## config.mk

```make
export PLATFORM = sky130hd
export DESIGN_NAME = rtctc_regs
export DESIGN_NICKNAME = d
export VERILOG_FILES = /design/src/hdl/rtctc_bcd_ctr.v /design/src/hdl/rtctc_month_len.v /design/src/hdl/rtctc_regs.v
export VERILOG_INCLUDE_DIRS = /design/src /design/src/hdl
export SDC_FILE = /design/constraint.sdc
export NUM_CORES = 1
export LEC_CHECK = 0
export BUFFER_PORTS_ARGS = -buffer_cell sky130_fd_sc_hd__buf_2
export CORE_MARGIN = 8
export CORE_UTILIZATION = 45
export DETAILED_ROUTE_END_ITERATION = 16
export HOLD_SLACK_MARGIN = 0.1
export PLACE_DENSITY = 0.65
export RECOVER_POWER = 25
export SYNTH_ARGS = -nofsm -noshare
export SYNTH_HDL_FRONTEND = slang
export SYNTH_SLANG_ARGS = --single-unit
```

## constraint.sdc

```tcl
create_clock -name aclk -period 9.4 [get_ports aclk]
set_clock_uncertainty 0.1 [all_clocks]
set_input_delay 0.47 -clock aclk [delete_from_list [all_inputs] [get_ports aclk]]
set_output_delay 0.47 -clock aclk [all_outputs]
set_load 0.03 [all_outputs]
```

## src/hdl/rtctc_consts.vh

```
`ifndef RTCTC_CONSTS_VH
`define RTCTC_CONSTS_VH
// Register indices; the byte address on the bus is four times the index.
`define RTCTC_IDX_MIN      6'h01
`define RTCTC_IDX_HOUR     6'h02
`define RTCTC_IDX_WDAY     6'h03
`define RTCTC_IDX_MDAY     6'h04
`define RTCTC_IDX_MONTH    6'h05
`define RTCTC_IDX_YEAR     6'h06
`define RTCTC_IDX_CTRL     6'h10
// Reset values.
`define RTCTC_RST_MIN      8'h00
`define RTCTC_RST_HOUR     8'h00
`define RTCTC_RST_WDAY     8'h00
`define RTCTC_RST_MDAY     8'h01
`define RTCTC_RST_MONTH    8'h01
`define RTCTC_RST_YEAR     8'h00
// Control register fields.
`define RTCTC_CTRL_H12_BIT 0
`define RTCTC_CTRL_WP_BIT  1
`define RTCTC_CTRL_TICK_BIT 2
// Hour field positions.
`define RTCTC_HOUR_PM_BIT  5
// Timebase: clock rate and tick period.
`define RTCTC_CLK_HZ       25000000
`define RTCTC_TICK_S       1
`define RTCTC_TICK_CYC     (`RTCTC_CLK_HZ * `RTCTC_TICK_S)
// AXI responses.
`define RTCTC_RESP_OKAY    2'h0
`define RTCTC_RESP_SLVERR  2'h2
`endif

```

## src/hdl/rtctc_bcd_ctr.v

```verilog
`timescale 1ns/100ps
`default_nettype none
// BCD increment with wrap from max to min.
module rtctc_bcd_ctr (
  // Value in
  input  wire [7:0] val,
  input  wire [7:0] min_val,
  input  wire [7:0] max_val,
  // Results
  output wire [7:0] nxt,
  output wire       wrap
);
  assign wrap = (val >= max_val);
  assign nxt  = wrap ? min_val :
                (val[3:0] == 4'h9) ? {val[7:4] + 4'h1, 4'h0} : {val[7:4], val[3:0] + 4'h1};
endmodule // rtctc_bcd_ctr
`default_nettype wire

```

## src/hdl/rtctc_month_len.v

```verilog
`timescale 1ns/100ps
`default_nettype none
// Last day of the month in BCD for years 2000 to 2099.
module rtctc_month_len (
  // Calendar in
  input  wire [7:0] month,
  input  wire [7:0] year,
  // Result
  output reg  [7:0] last_day
);
  wire leap;
  // Years 2000-2099: divisible by four, 2000 included, in BCD.
  assign leap = year[4] ? (year[1:0] == 2'h2) : (year[1:0] == 2'h0);
  always @* begin
    case (month)
      8'h02: last_day = leap ? 8'h29 : 8'h28;
      8'h04, 8'h06, 8'h09, 8'h11: last_day = 8'h30;
      default: last_day = 8'h31;
    endcase
  end
endmodule // rtctc_month_len
`default_nettype wire

```

## src/hdl/rtctc_regs.v

```verilog
// Register access over AXI4-Lite was chosen for this implementation.
`timescale 1ns/100ps
`default_nettype none
`include "rtctc_consts.vh"
module rtctc_regs #(
  parameter [31:0] TICK_CYC = `RTCTC_TICK_CYC
) (
  // Clock and reset
  input  wire        aclk,
  input  wire        aresetn,
  // AXI4-Lite write address
  input  wire [7:0]  s_axi_awaddr,
  input  wire [2:0]  s_axi_awprot,
  input  wire        s_axi_awvalid,
  output reg         s_axi_awready,
  // AXI4-Lite write data
  input  wire [31:0] s_axi_wdata,
  input  wire [3:0]  s_axi_wstrb,
  input  wire        s_axi_wvalid,
  output reg         s_axi_wready,
  // AXI4-Lite write response
  output reg  [1:0]  s_axi_bresp,
  output reg         s_axi_bvalid,
  input  wire        s_axi_bready,
  // AXI4-Lite read address
  input  wire [7:0]  s_axi_araddr,
  input  wire [2:0]  s_axi_arprot,
  input  wire        s_axi_arvalid,
  output reg         s_axi_arready,
  // AXI4-Lite read data
  output reg  [31:0] s_axi_rdata,
  output reg  [1:0]  s_axi_rresp,
  output reg         s_axi_rvalid,
  input  wire        s_axi_rready,
  // Seconds rollover from the timebase
  output reg         minute_tick_q
);
  // ******************************************************
  // Registers
  // ******************************************************
  reg  [7:0]  min_q;
  reg  [7:0]  hour_q;
  reg  [7:0]  wday_q;
  reg  [7:0]  mday_q;
  reg  [7:0]  month_q;
  reg  [7:0]  year_q;
  reg  [2:0]  ctrl_q;
  reg  [31:0] cyc_q;
  reg  [5:0]  sec_q;
  reg  [7:0]  aw_addr_q;
  reg  [31:0] w_data_q;
  reg  [3:0]  w_strb_q;
  reg         aw_have_q;
  reg         w_have_q;
  wire        h12;
  wire        wp;
  wire        sec_wrap;
  assign h12 = ctrl_q[`RTCTC_CTRL_H12_BIT];
  assign wp  = ctrl_q[`RTCTC_CTRL_WP_BIT];

  // ******************************************************
  // Timebase
  // ******************************************************
  // Seconds are kept only as a private prescaler for the minute count.
  assign sec_wrap = (cyc_q == TICK_CYC - 32'h1) && (sec_q == 6'h3B);
  always @(posedge aclk) begin
    if (!aresetn) begin
      cyc_q <= 32'h0;
      sec_q <= 6'h0;
      minute_tick_q <= 1'b0;
    end else begin
      minute_tick_q <= sec_wrap;
      if (cyc_q == TICK_CYC - 32'h1) begin
        cyc_q <= 32'h0;
        sec_q <= (sec_q == 6'h3B) ? 6'h0 : sec_q + 6'h1;
      end else begin
        cyc_q <= cyc_q + 32'h1;
      end
    end
  end

  // ******************************************************
  // Counter chain
  // ******************************************************
  wire [7:0] min_nxt;
  wire       min_wrap;
  wire [7:0] h24_nxt;
  wire       h24_wrap;
  wire [7:0] h12_nxt;
  wire       h12_wrap;
  wire [7:0] mday_nxt;
  wire       mday_wrap;
  wire [7:0] mon_nxt;
  wire       mon_wrap;
  wire [7:0] yr_nxt;
  wire [7:0] last_day;

  // Each stage steps only in a tick in which every stage below it wraps.
  rtctc_bcd_ctr u_min (
    .val     (min_q),
    .min_val (8'h00),
    .max_val (8'h59),
    .nxt     (min_nxt),
    .wrap    (min_wrap)
  );
  rtctc_bcd_ctr u_h24 (
    .val     (hour_q),
    .min_val (8'h00),
    .max_val (8'h23),
    .nxt     (h24_nxt),
    .wrap    (h24_wrap)
  );
  rtctc_bcd_ctr u_h12 (
    .val     ({3'h0, hour_q[4:0]}),
    .min_val (8'h01),
    .max_val (8'h12),
    .nxt     (h12_nxt),
    .wrap    (h12_wrap)
  );
  rtctc_month_len u_len (
    .month    (month_q),
    .year     (year_q),
    .last_day (last_day)
  );
  rtctc_bcd_ctr u_mday (
    .val     (mday_q),
    .min_val (8'h01),
    .max_val (last_day),
    .nxt     (mday_nxt),
    .wrap    (mday_wrap)
  );
  rtctc_bcd_ctr u_mon (
    .val     (month_q),
    .min_val (8'h01),
    .max_val (8'h12),
    .nxt     (mon_nxt),
    .wrap    (mon_wrap)
  );
  rtctc_bcd_ctr u_yr (
    .val     (year_q),
    .min_val (8'h00),
    .max_val (8'h99),
    .nxt     (yr_nxt),
    .wrap    ()
  );

  // Hour advance and day rollover depend on the format.
  reg  [7:0] hour_nxt;
  reg        day_roll;
  always @* begin
    if (h12) begin
      hour_nxt = {2'h0, hour_q[5], h12_nxt[4:0]};
      day_roll = 1'b0;
      if (hour_q[4:0] == 5'h11) begin
        hour_nxt[`RTCTC_HOUR_PM_BIT] = ~hour_q[5];
        day_roll = hour_q[5];
      end
    end else begin
      hour_nxt = h24_nxt;
      day_roll = h24_wrap;
    end
  end

  // ******************************************************
  // AXI4-Lite write path
  // ******************************************************
  // Address and data are parked until both have arrived, in either order.
  // The pair is consumed only while the response slot is free.
  wire       wr_go;
  wire [7:0] wb;
  assign wr_go = aw_have_q && w_have_q && !s_axi_bvalid;
  assign wb    = w_data_q[7:0];

  always @(posedge aclk) begin
    if (!aresetn) begin
      s_axi_awready <= 1'b0;
      s_axi_wready  <= 1'b0;
      s_axi_bvalid  <= 1'b0;
      s_axi_bresp   <= `RTCTC_RESP_OKAY;
      aw_have_q     <= 1'b0;
      w_have_q      <= 1'b0;
      aw_addr_q     <= 8'h0;
      w_data_q      <= 32'h0;
      w_strb_q      <= 4'h0;
    end else begin
      s_axi_awready <= !aw_have_q && !s_axi_awready && s_axi_awvalid;
      s_axi_wready  <= !w_have_q && !s_axi_wready && s_axi_wvalid;
      if (s_axi_awvalid && s_axi_awready) begin
        aw_have_q <= 1'b1;
        aw_addr_q <= s_axi_awaddr;
      end
      if (s_axi_wvalid && s_axi_wready) begin
        w_have_q <= 1'b1;
        w_data_q <= s_axi_wdata;
        w_strb_q <= s_axi_wstrb;
      end
      if (wr_go) begin
        aw_have_q    <= 1'b0;
        w_have_q     <= 1'b0;
        s_axi_bvalid <= 1'b1;
        case (aw_addr_q[7:2])
          `RTCTC_IDX_MIN, `RTCTC_IDX_HOUR, `RTCTC_IDX_WDAY, `RTCTC_IDX_MDAY,
          `RTCTC_IDX_MONTH, `RTCTC_IDX_YEAR, `RTCTC_IDX_CTRL:
            s_axi_bresp <= (wp && aw_addr_q[7:2] != `RTCTC_IDX_CTRL) ? `RTCTC_RESP_SLVERR
                                                                     : `RTCTC_RESP_OKAY;
          default: s_axi_bresp <= `RTCTC_RESP_SLVERR;
        endcase
      end else if (s_axi_bvalid && s_axi_bready) begin
        s_axi_bvalid <= 1'b0;
      end
    end
  end

  // ******************************************************
  // Time and calendar state
  // ******************************************************
  // A host write beats a tick in the same cycle for the written register, and a format switch also for the hour; other registers still take the tick.
  wire wr_ok;
  assign wr_ok = wr_go && w_strb_q[0] && !wp;
  always @(posedge aclk) begin
    if (!aresetn) begin
      min_q   <= `RTCTC_RST_MIN;
      hour_q  <= `RTCTC_RST_HOUR;
      wday_q  <= `RTCTC_RST_WDAY;
      mday_q  <= `RTCTC_RST_MDAY;
      month_q <= `RTCTC_RST_MONTH;
      year_q  <= `RTCTC_RST_YEAR;
      ctrl_q  <= 3'h0;
    end else begin
      if (minute_tick_q) begin
        min_q <= min_nxt;
        if (min_wrap) begin
          hour_q <= hour_nxt;
          if (day_roll) begin
            wday_q <= (wday_q >= 8'h06) ? 8'h00 : wday_q + 8'h01;
            mday_q <= mday_nxt;
            if (mday_wrap) begin
              month_q <= mon_nxt;
              if (mon_wrap)
                year_q <= yr_nxt;
            end
          end
        end
      end
      if (wr_go && w_strb_q[0] && aw_addr_q[7:2] == `RTCTC_IDX_CTRL) begin
        ctrl_q <= wb[2:0];
        // Switching format converts the hour so the count stays consistent.
        if (wb[`RTCTC_CTRL_H12_BIT] != h12)
          hour_q <= wb[`RTCTC_CTRL_H12_BIT] ? to12(hour_q) : to24(hour_q);
      end
      if (wr_ok) begin
        case (aw_addr_q[7:2])
          `RTCTC_IDX_MIN:   min_q   <= {1'b0, wb[6:0]};
          `RTCTC_IDX_HOUR:  hour_q  <= h12 ? {2'h0, wb[5:0]} : {2'h0, wb[5:0]};
          `RTCTC_IDX_WDAY:  wday_q  <= {5'h0, wb[2:0]};
          `RTCTC_IDX_MDAY:  mday_q  <= {2'h0, wb[5:0]};
          `RTCTC_IDX_MONTH: month_q <= {3'h0, wb[4:0]};
          `RTCTC_IDX_YEAR:  year_q  <= wb;
          default: ;
        endcase
      end
    end
  end

  // Hour code conversions; bit 5 of the 12-hour code marks the afternoon.
  function [7:0] to12;
    input [7:0] h;
    begin
      if (h == 8'h00)      to12 = 8'h12;
      else if (h < 8'h12)  to12 = h;
      else if (h == 8'h12) to12 = 8'h32;
      else if (h < 8'h22)  to12 = (h[3:0] >= 4'h2) ? {4'h2, h[3:0] - 4'h2} : {4'h2, h[3:0] + 4'h8};
      else                 to12 = {4'h3, h[3:0] - 4'h2};
    end
  endfunction

  function [7:0] to24;
    input [7:0] h;
    reg   [7:0] b;
    begin
      b = {3'h0, h[4:0]};
      if (!h[5])              to24 = (b == 8'h12) ? 8'h00 : b;
      else if (b == 8'h12)    to24 = 8'h12;
      else if (b[3:0] >= 4'h8) to24 = {4'h2, b[3:0] - 4'h8};
      else                    to24 = {b[7:4] + 4'h1, b[3:0] + 4'h2};
    end
  endfunction

  // ******************************************************
  // AXI4-Lite read path
  // ******************************************************
  // The byte is captured at the address handshake, so a tick that lands
  // while rvalid waits for rready cannot change the returned value.
  reg [7:0] rd_byte;
  reg       rd_hit;
  always @* begin
    rd_hit = 1'b1;
    case (s_axi_araddr[7:2])
      `RTCTC_IDX_MIN:   rd_byte = min_q;
      `RTCTC_IDX_HOUR:  rd_byte = hour_q;
      `RTCTC_IDX_WDAY:  rd_byte = wday_q;
      `RTCTC_IDX_MDAY:  rd_byte = mday_q;
      `RTCTC_IDX_MONTH: rd_byte = month_q;
      `RTCTC_IDX_YEAR:  rd_byte = year_q;
      `RTCTC_IDX_CTRL:  rd_byte = {5'h0, ctrl_q};
      default: begin
        rd_byte = 8'h00;
        rd_hit  = 1'b0;
      end
    endcase
  end

  always @(posedge aclk) begin
    if (!aresetn) begin
      s_axi_arready <= 1'b0;
      s_axi_rvalid  <= 1'b0;
      s_axi_rdata   <= 32'h0;
      s_axi_rresp   <= `RTCTC_RESP_OKAY;
    end else begin
      s_axi_arready <= s_axi_arvalid && !s_axi_arready && !s_axi_rvalid;
      if (s_axi_arvalid && s_axi_arready) begin
        s_axi_rvalid <= 1'b1;
        s_axi_rdata  <= {24'h0, rd_byte};
        s_axi_rresp  <= rd_hit ? `RTCTC_RESP_OKAY : `RTCTC_RESP_SLVERR;
      end else if (s_axi_rvalid && s_axi_rready) begin
        s_axi_rvalid <= 1'b0;
      end
    end
  end
endmodule // rtctc_regs
`default_nettype wire

```

==> impl_metrics.py <==
metrics = {
    "routing": {
        "drcViolationCount": 0,
        "wl_um": 19400,
        "via_count": 6611,
        "avgRoutedWirePerCell_um": 16.71,
        "drt_iter0_markers": 512,
        "routed_via_density": 5.694,
        "ant_nets": 0,
        "first_pass_iters": 5,
    },
    "grt": {
        "grt_pass1_vias": 6073,
        "grt_max_degree": 45,
        "track_usage": 0.1933,
        "met3_usage": 0.04574,
        "gr-usage-met2": 0.3010,
        "antenna_found_initial": 0,
        "grt-busiest-layer": "met2",
        "overflow": 0,
        "grt_pass1_wl_um": 31640,
        "use_met1": 0.2599,
    },
    "final_layout": {
        "antenna_cells": 0,
        "num-fill-cells": 1562,
        "multiInputGateArea_sq_um": 4379,
        "final_nets": 1022,
        "drive_gt1_frac": 0.08889,
        "ff_latch_area_sq_um": 2442,
        "final_cell_mix": "dfxtp_1, nand2_1, nor2_1",
        "final_common_cell": "dfxtp_1",
        "area_growth_pct": 10.22,
    },
    "synth": {
        "synth_area_leaders": "dfxtp_1, nand2_1, nor2_1",
        "synthMuxAreaShare": 0.02447,
        "synth_top_area_cell": "dfxtp_1",
        "synth_simple_gate_area_frac": 0.2699,
        "synth-compound-area-share": 0.1996,
        "ys.flop_type": "dfxtp_1",
        "async_flop_share": 0,
        "syn_area_sq_um": 7261,
        "ys.warnings.count": 0,
        "synth_top_family_by_area": "simple AND/OR/NAND/NOR gates",
        "synth-edff-count": 0,
        "yosys.area_share.adder": 0.04308,
        "ys_types": 78,
        "syn_inst": 922,
        "synth_area_per_cell_sq_um": 7.875,
        "synth_seq_cells": 122,
        "yosysSeqAreaShare": 0.3364,
        "synth_xor_area_frac": 0.05187,
        "yosysTopAreaCellShare": 0.3364,
    },
    "setup_path": {
        "path_max_fanout": 44,
        "crit_arrival_ns": 4.77,
        "worstSetupPathType": "input port to register",
        "rrSetupSlack_ns": 5.67,
        "required_ns": 9.66,
        "endpoint_kind": "register",
        "startpoint_type": "input port",
    },
    "power_and_ir_drop": {
        "power_density_nw_per_um2": 158.5,
        "sw_frac_of_total": 0.2353,
        "p_int_uw": 970.1,
        "irDropWorstVdd_mv": 0.1269,
        "switching_power_uw": 298.5,
        "power_frac_comb": 0.046,
        "leakage_uw": 0.002885,
        "p_seq_frac": 0.419,
        "p_clk_frac": 0.535,
        "total_power_uw": 1269,
    },
    "clock_network": {
        "cts_max_level": 4,
        "ctsHoldBuffers": 0,
        "cts_buffer_depth": 2,
        "postCtsResizedCells": 0,
        "cts_sinks": 122,
        "cts_buffers": 17,
        "cts_tree": "yes",
        "cts-root-buf": "clkbuf_16",
        "path_clk_slew_ns": 0.06,
        "clk_latency_ns": 0.42,
        "postCtsSetupRepairBufs": 0,
    },
    "flow_run": {
        "drv_cap": 1,
    },
    "sta": {
        "layout_min_cycle_time_ns": 4.517,
        "drv_slew": 45,
        "final.setup.tns_ns": 0,
        "tightest_slew_ns": 2.037,
        "relSlewSlack": -0.3583,
        "period_share": 0.4806,
        "hold_violations": 0,
        "clock.fmax_mhz": 221.4,
        "finalSetupViolations": 0,
        "rsz0062_at_grt": "no",
    },
    "floorplanning": {
        "row_count": 46,
        "die_y_um": 143.0,
        "initial_core_util": 0.4587,
        "ios": 107,
        "dieArea_sq_um": 20460,
        "core_sq_um": 15830,
        "dieWidth_um": 143.0,
    },
    "place": {
        "io_buffers": 43,
        "gp_congestion": 0.8739,
        "dp_hpwl_um": 13780,
    },
    "run_status": {
        "violations": "max-capacitance violations, max-slew violations",
        "status": "finished with violations",
    },
    "hold_path": {
        "hold_class": "input port to register",
    },
}
## worst paths after layout
path                     to            from  cells past startpoint
max reg2reg       year_q[7]      month_q[4]                     12
max          s_axi_rdata[4]         aresetn                      5
min reg2reg  s_axi_rdata[2]  s_axi_rdata[2]                      2
min            s_axi_wready    s_axi_wvalid                      3
## routing by layer
layer  up-vias  wire [um]
met5         -          0
met4         0        320
met3        29       1242
met2       193       8585
met1      3087       9249
li1       3302          -
## state kept, by name (all words and copies together), names as in the netlist
register       cells
month_q            8
ctrl_q             3
w_have_q           1
hour_q             8
minute_tick_q      1
s_axi_wready       1
mday_q             8
min_q              8
sec_q              6
s_axi_bresp        1
s_axi_arready      1
cyc_q             32
wday_q             8
s_axi_rdata        8
s_axi_bvalid       1
s_axi_awready      1
s_axi_rvalid       1
w_data_q           8
s_axi_rresp        1
aw_have_q          1
year_q             8
aw_addr_q          6
w_strb_q           1
## worst max-delay path, cell delays in order
cell	delay, ns
buf_2	0.08
clkbuf_1	1.45
clkinv_1	1.56
a21oi_1	0.96
a22o_1	0.24
## metrics by stage
step / setup slack (ns) / cell area, sq um / cells / hold slack [ns] / util
5_1_grt: 4.434 / 8003 / 1161 / 0.2022 / 0.5056
4_1_cts: 5.700 / 8026 / 1161 / 0.1803 / 0.5071
3_5_place_dp: 5.788 / 7408 / 1129 / 0.3483 / 0.4681
6_report: 4.883 / 8003 / 1161 / 0.1904 / 0.5056
3_3_place_gp: 5.786 / 7408 / 1129 / 0.3410 / 0.4681
2_1_floorplan: 6.304 / 7355 / 947 / 0.3245 / -
## synthesized netlist by cell type, types with 16 or more instances
| cell type | number |
|---|---|
| clkbuf_1 | 32 |
| ha_1 | 25 |
| a21oi_1 | 68 |
| inv_1 | 24 |
| dfxtp_1 | 122 |
| nor3_1 | 34 |
| nand3_1 | 36 |
| buf_4 | 27 |
| nand4_1 | 17 |
| o21ai_0 | 48 |
| xnor2_1 | 16 |
| a31oi_1 | 18 |
| nand2_1 | 103 |
| nor2_1 | 100 |
| xor2_1 | 27 |
## kinds of logic after synthesis
kind of cell | after synthesis
compound gates | 225
xor+xnor | 43
fa+ha+maj | 25
buf+inv | 103
flops | 122
mux | 17
other cells | 1
simple gates | 386
## power by group through the flow
stage	combinational, uW	clock, uW	sequential, uW
2_1_floorplan	50.7	0	541
3_3_place_gp	57.7	0	542
3_5_place_dp	57.6	0	542
4_1_cts	57.9	690	531
5_1_grt	64.5	715	532
6_report	58.2	679	531
## area by class of cell
type | instances | area share
Clock inverter | 13 | 0.02064
Tap cell | 216 | 0.03377
Sequential cell | 122 | 0.3052
Inverter | 25 | 0.01173
Timing Repair Buffer | 44 | 0.02486
Multi-Input combinational cell | 722 | 0.5472
Clock buffer | 19 | 0.05660
No activity file was read; power rests on OpenSTA's default activity.
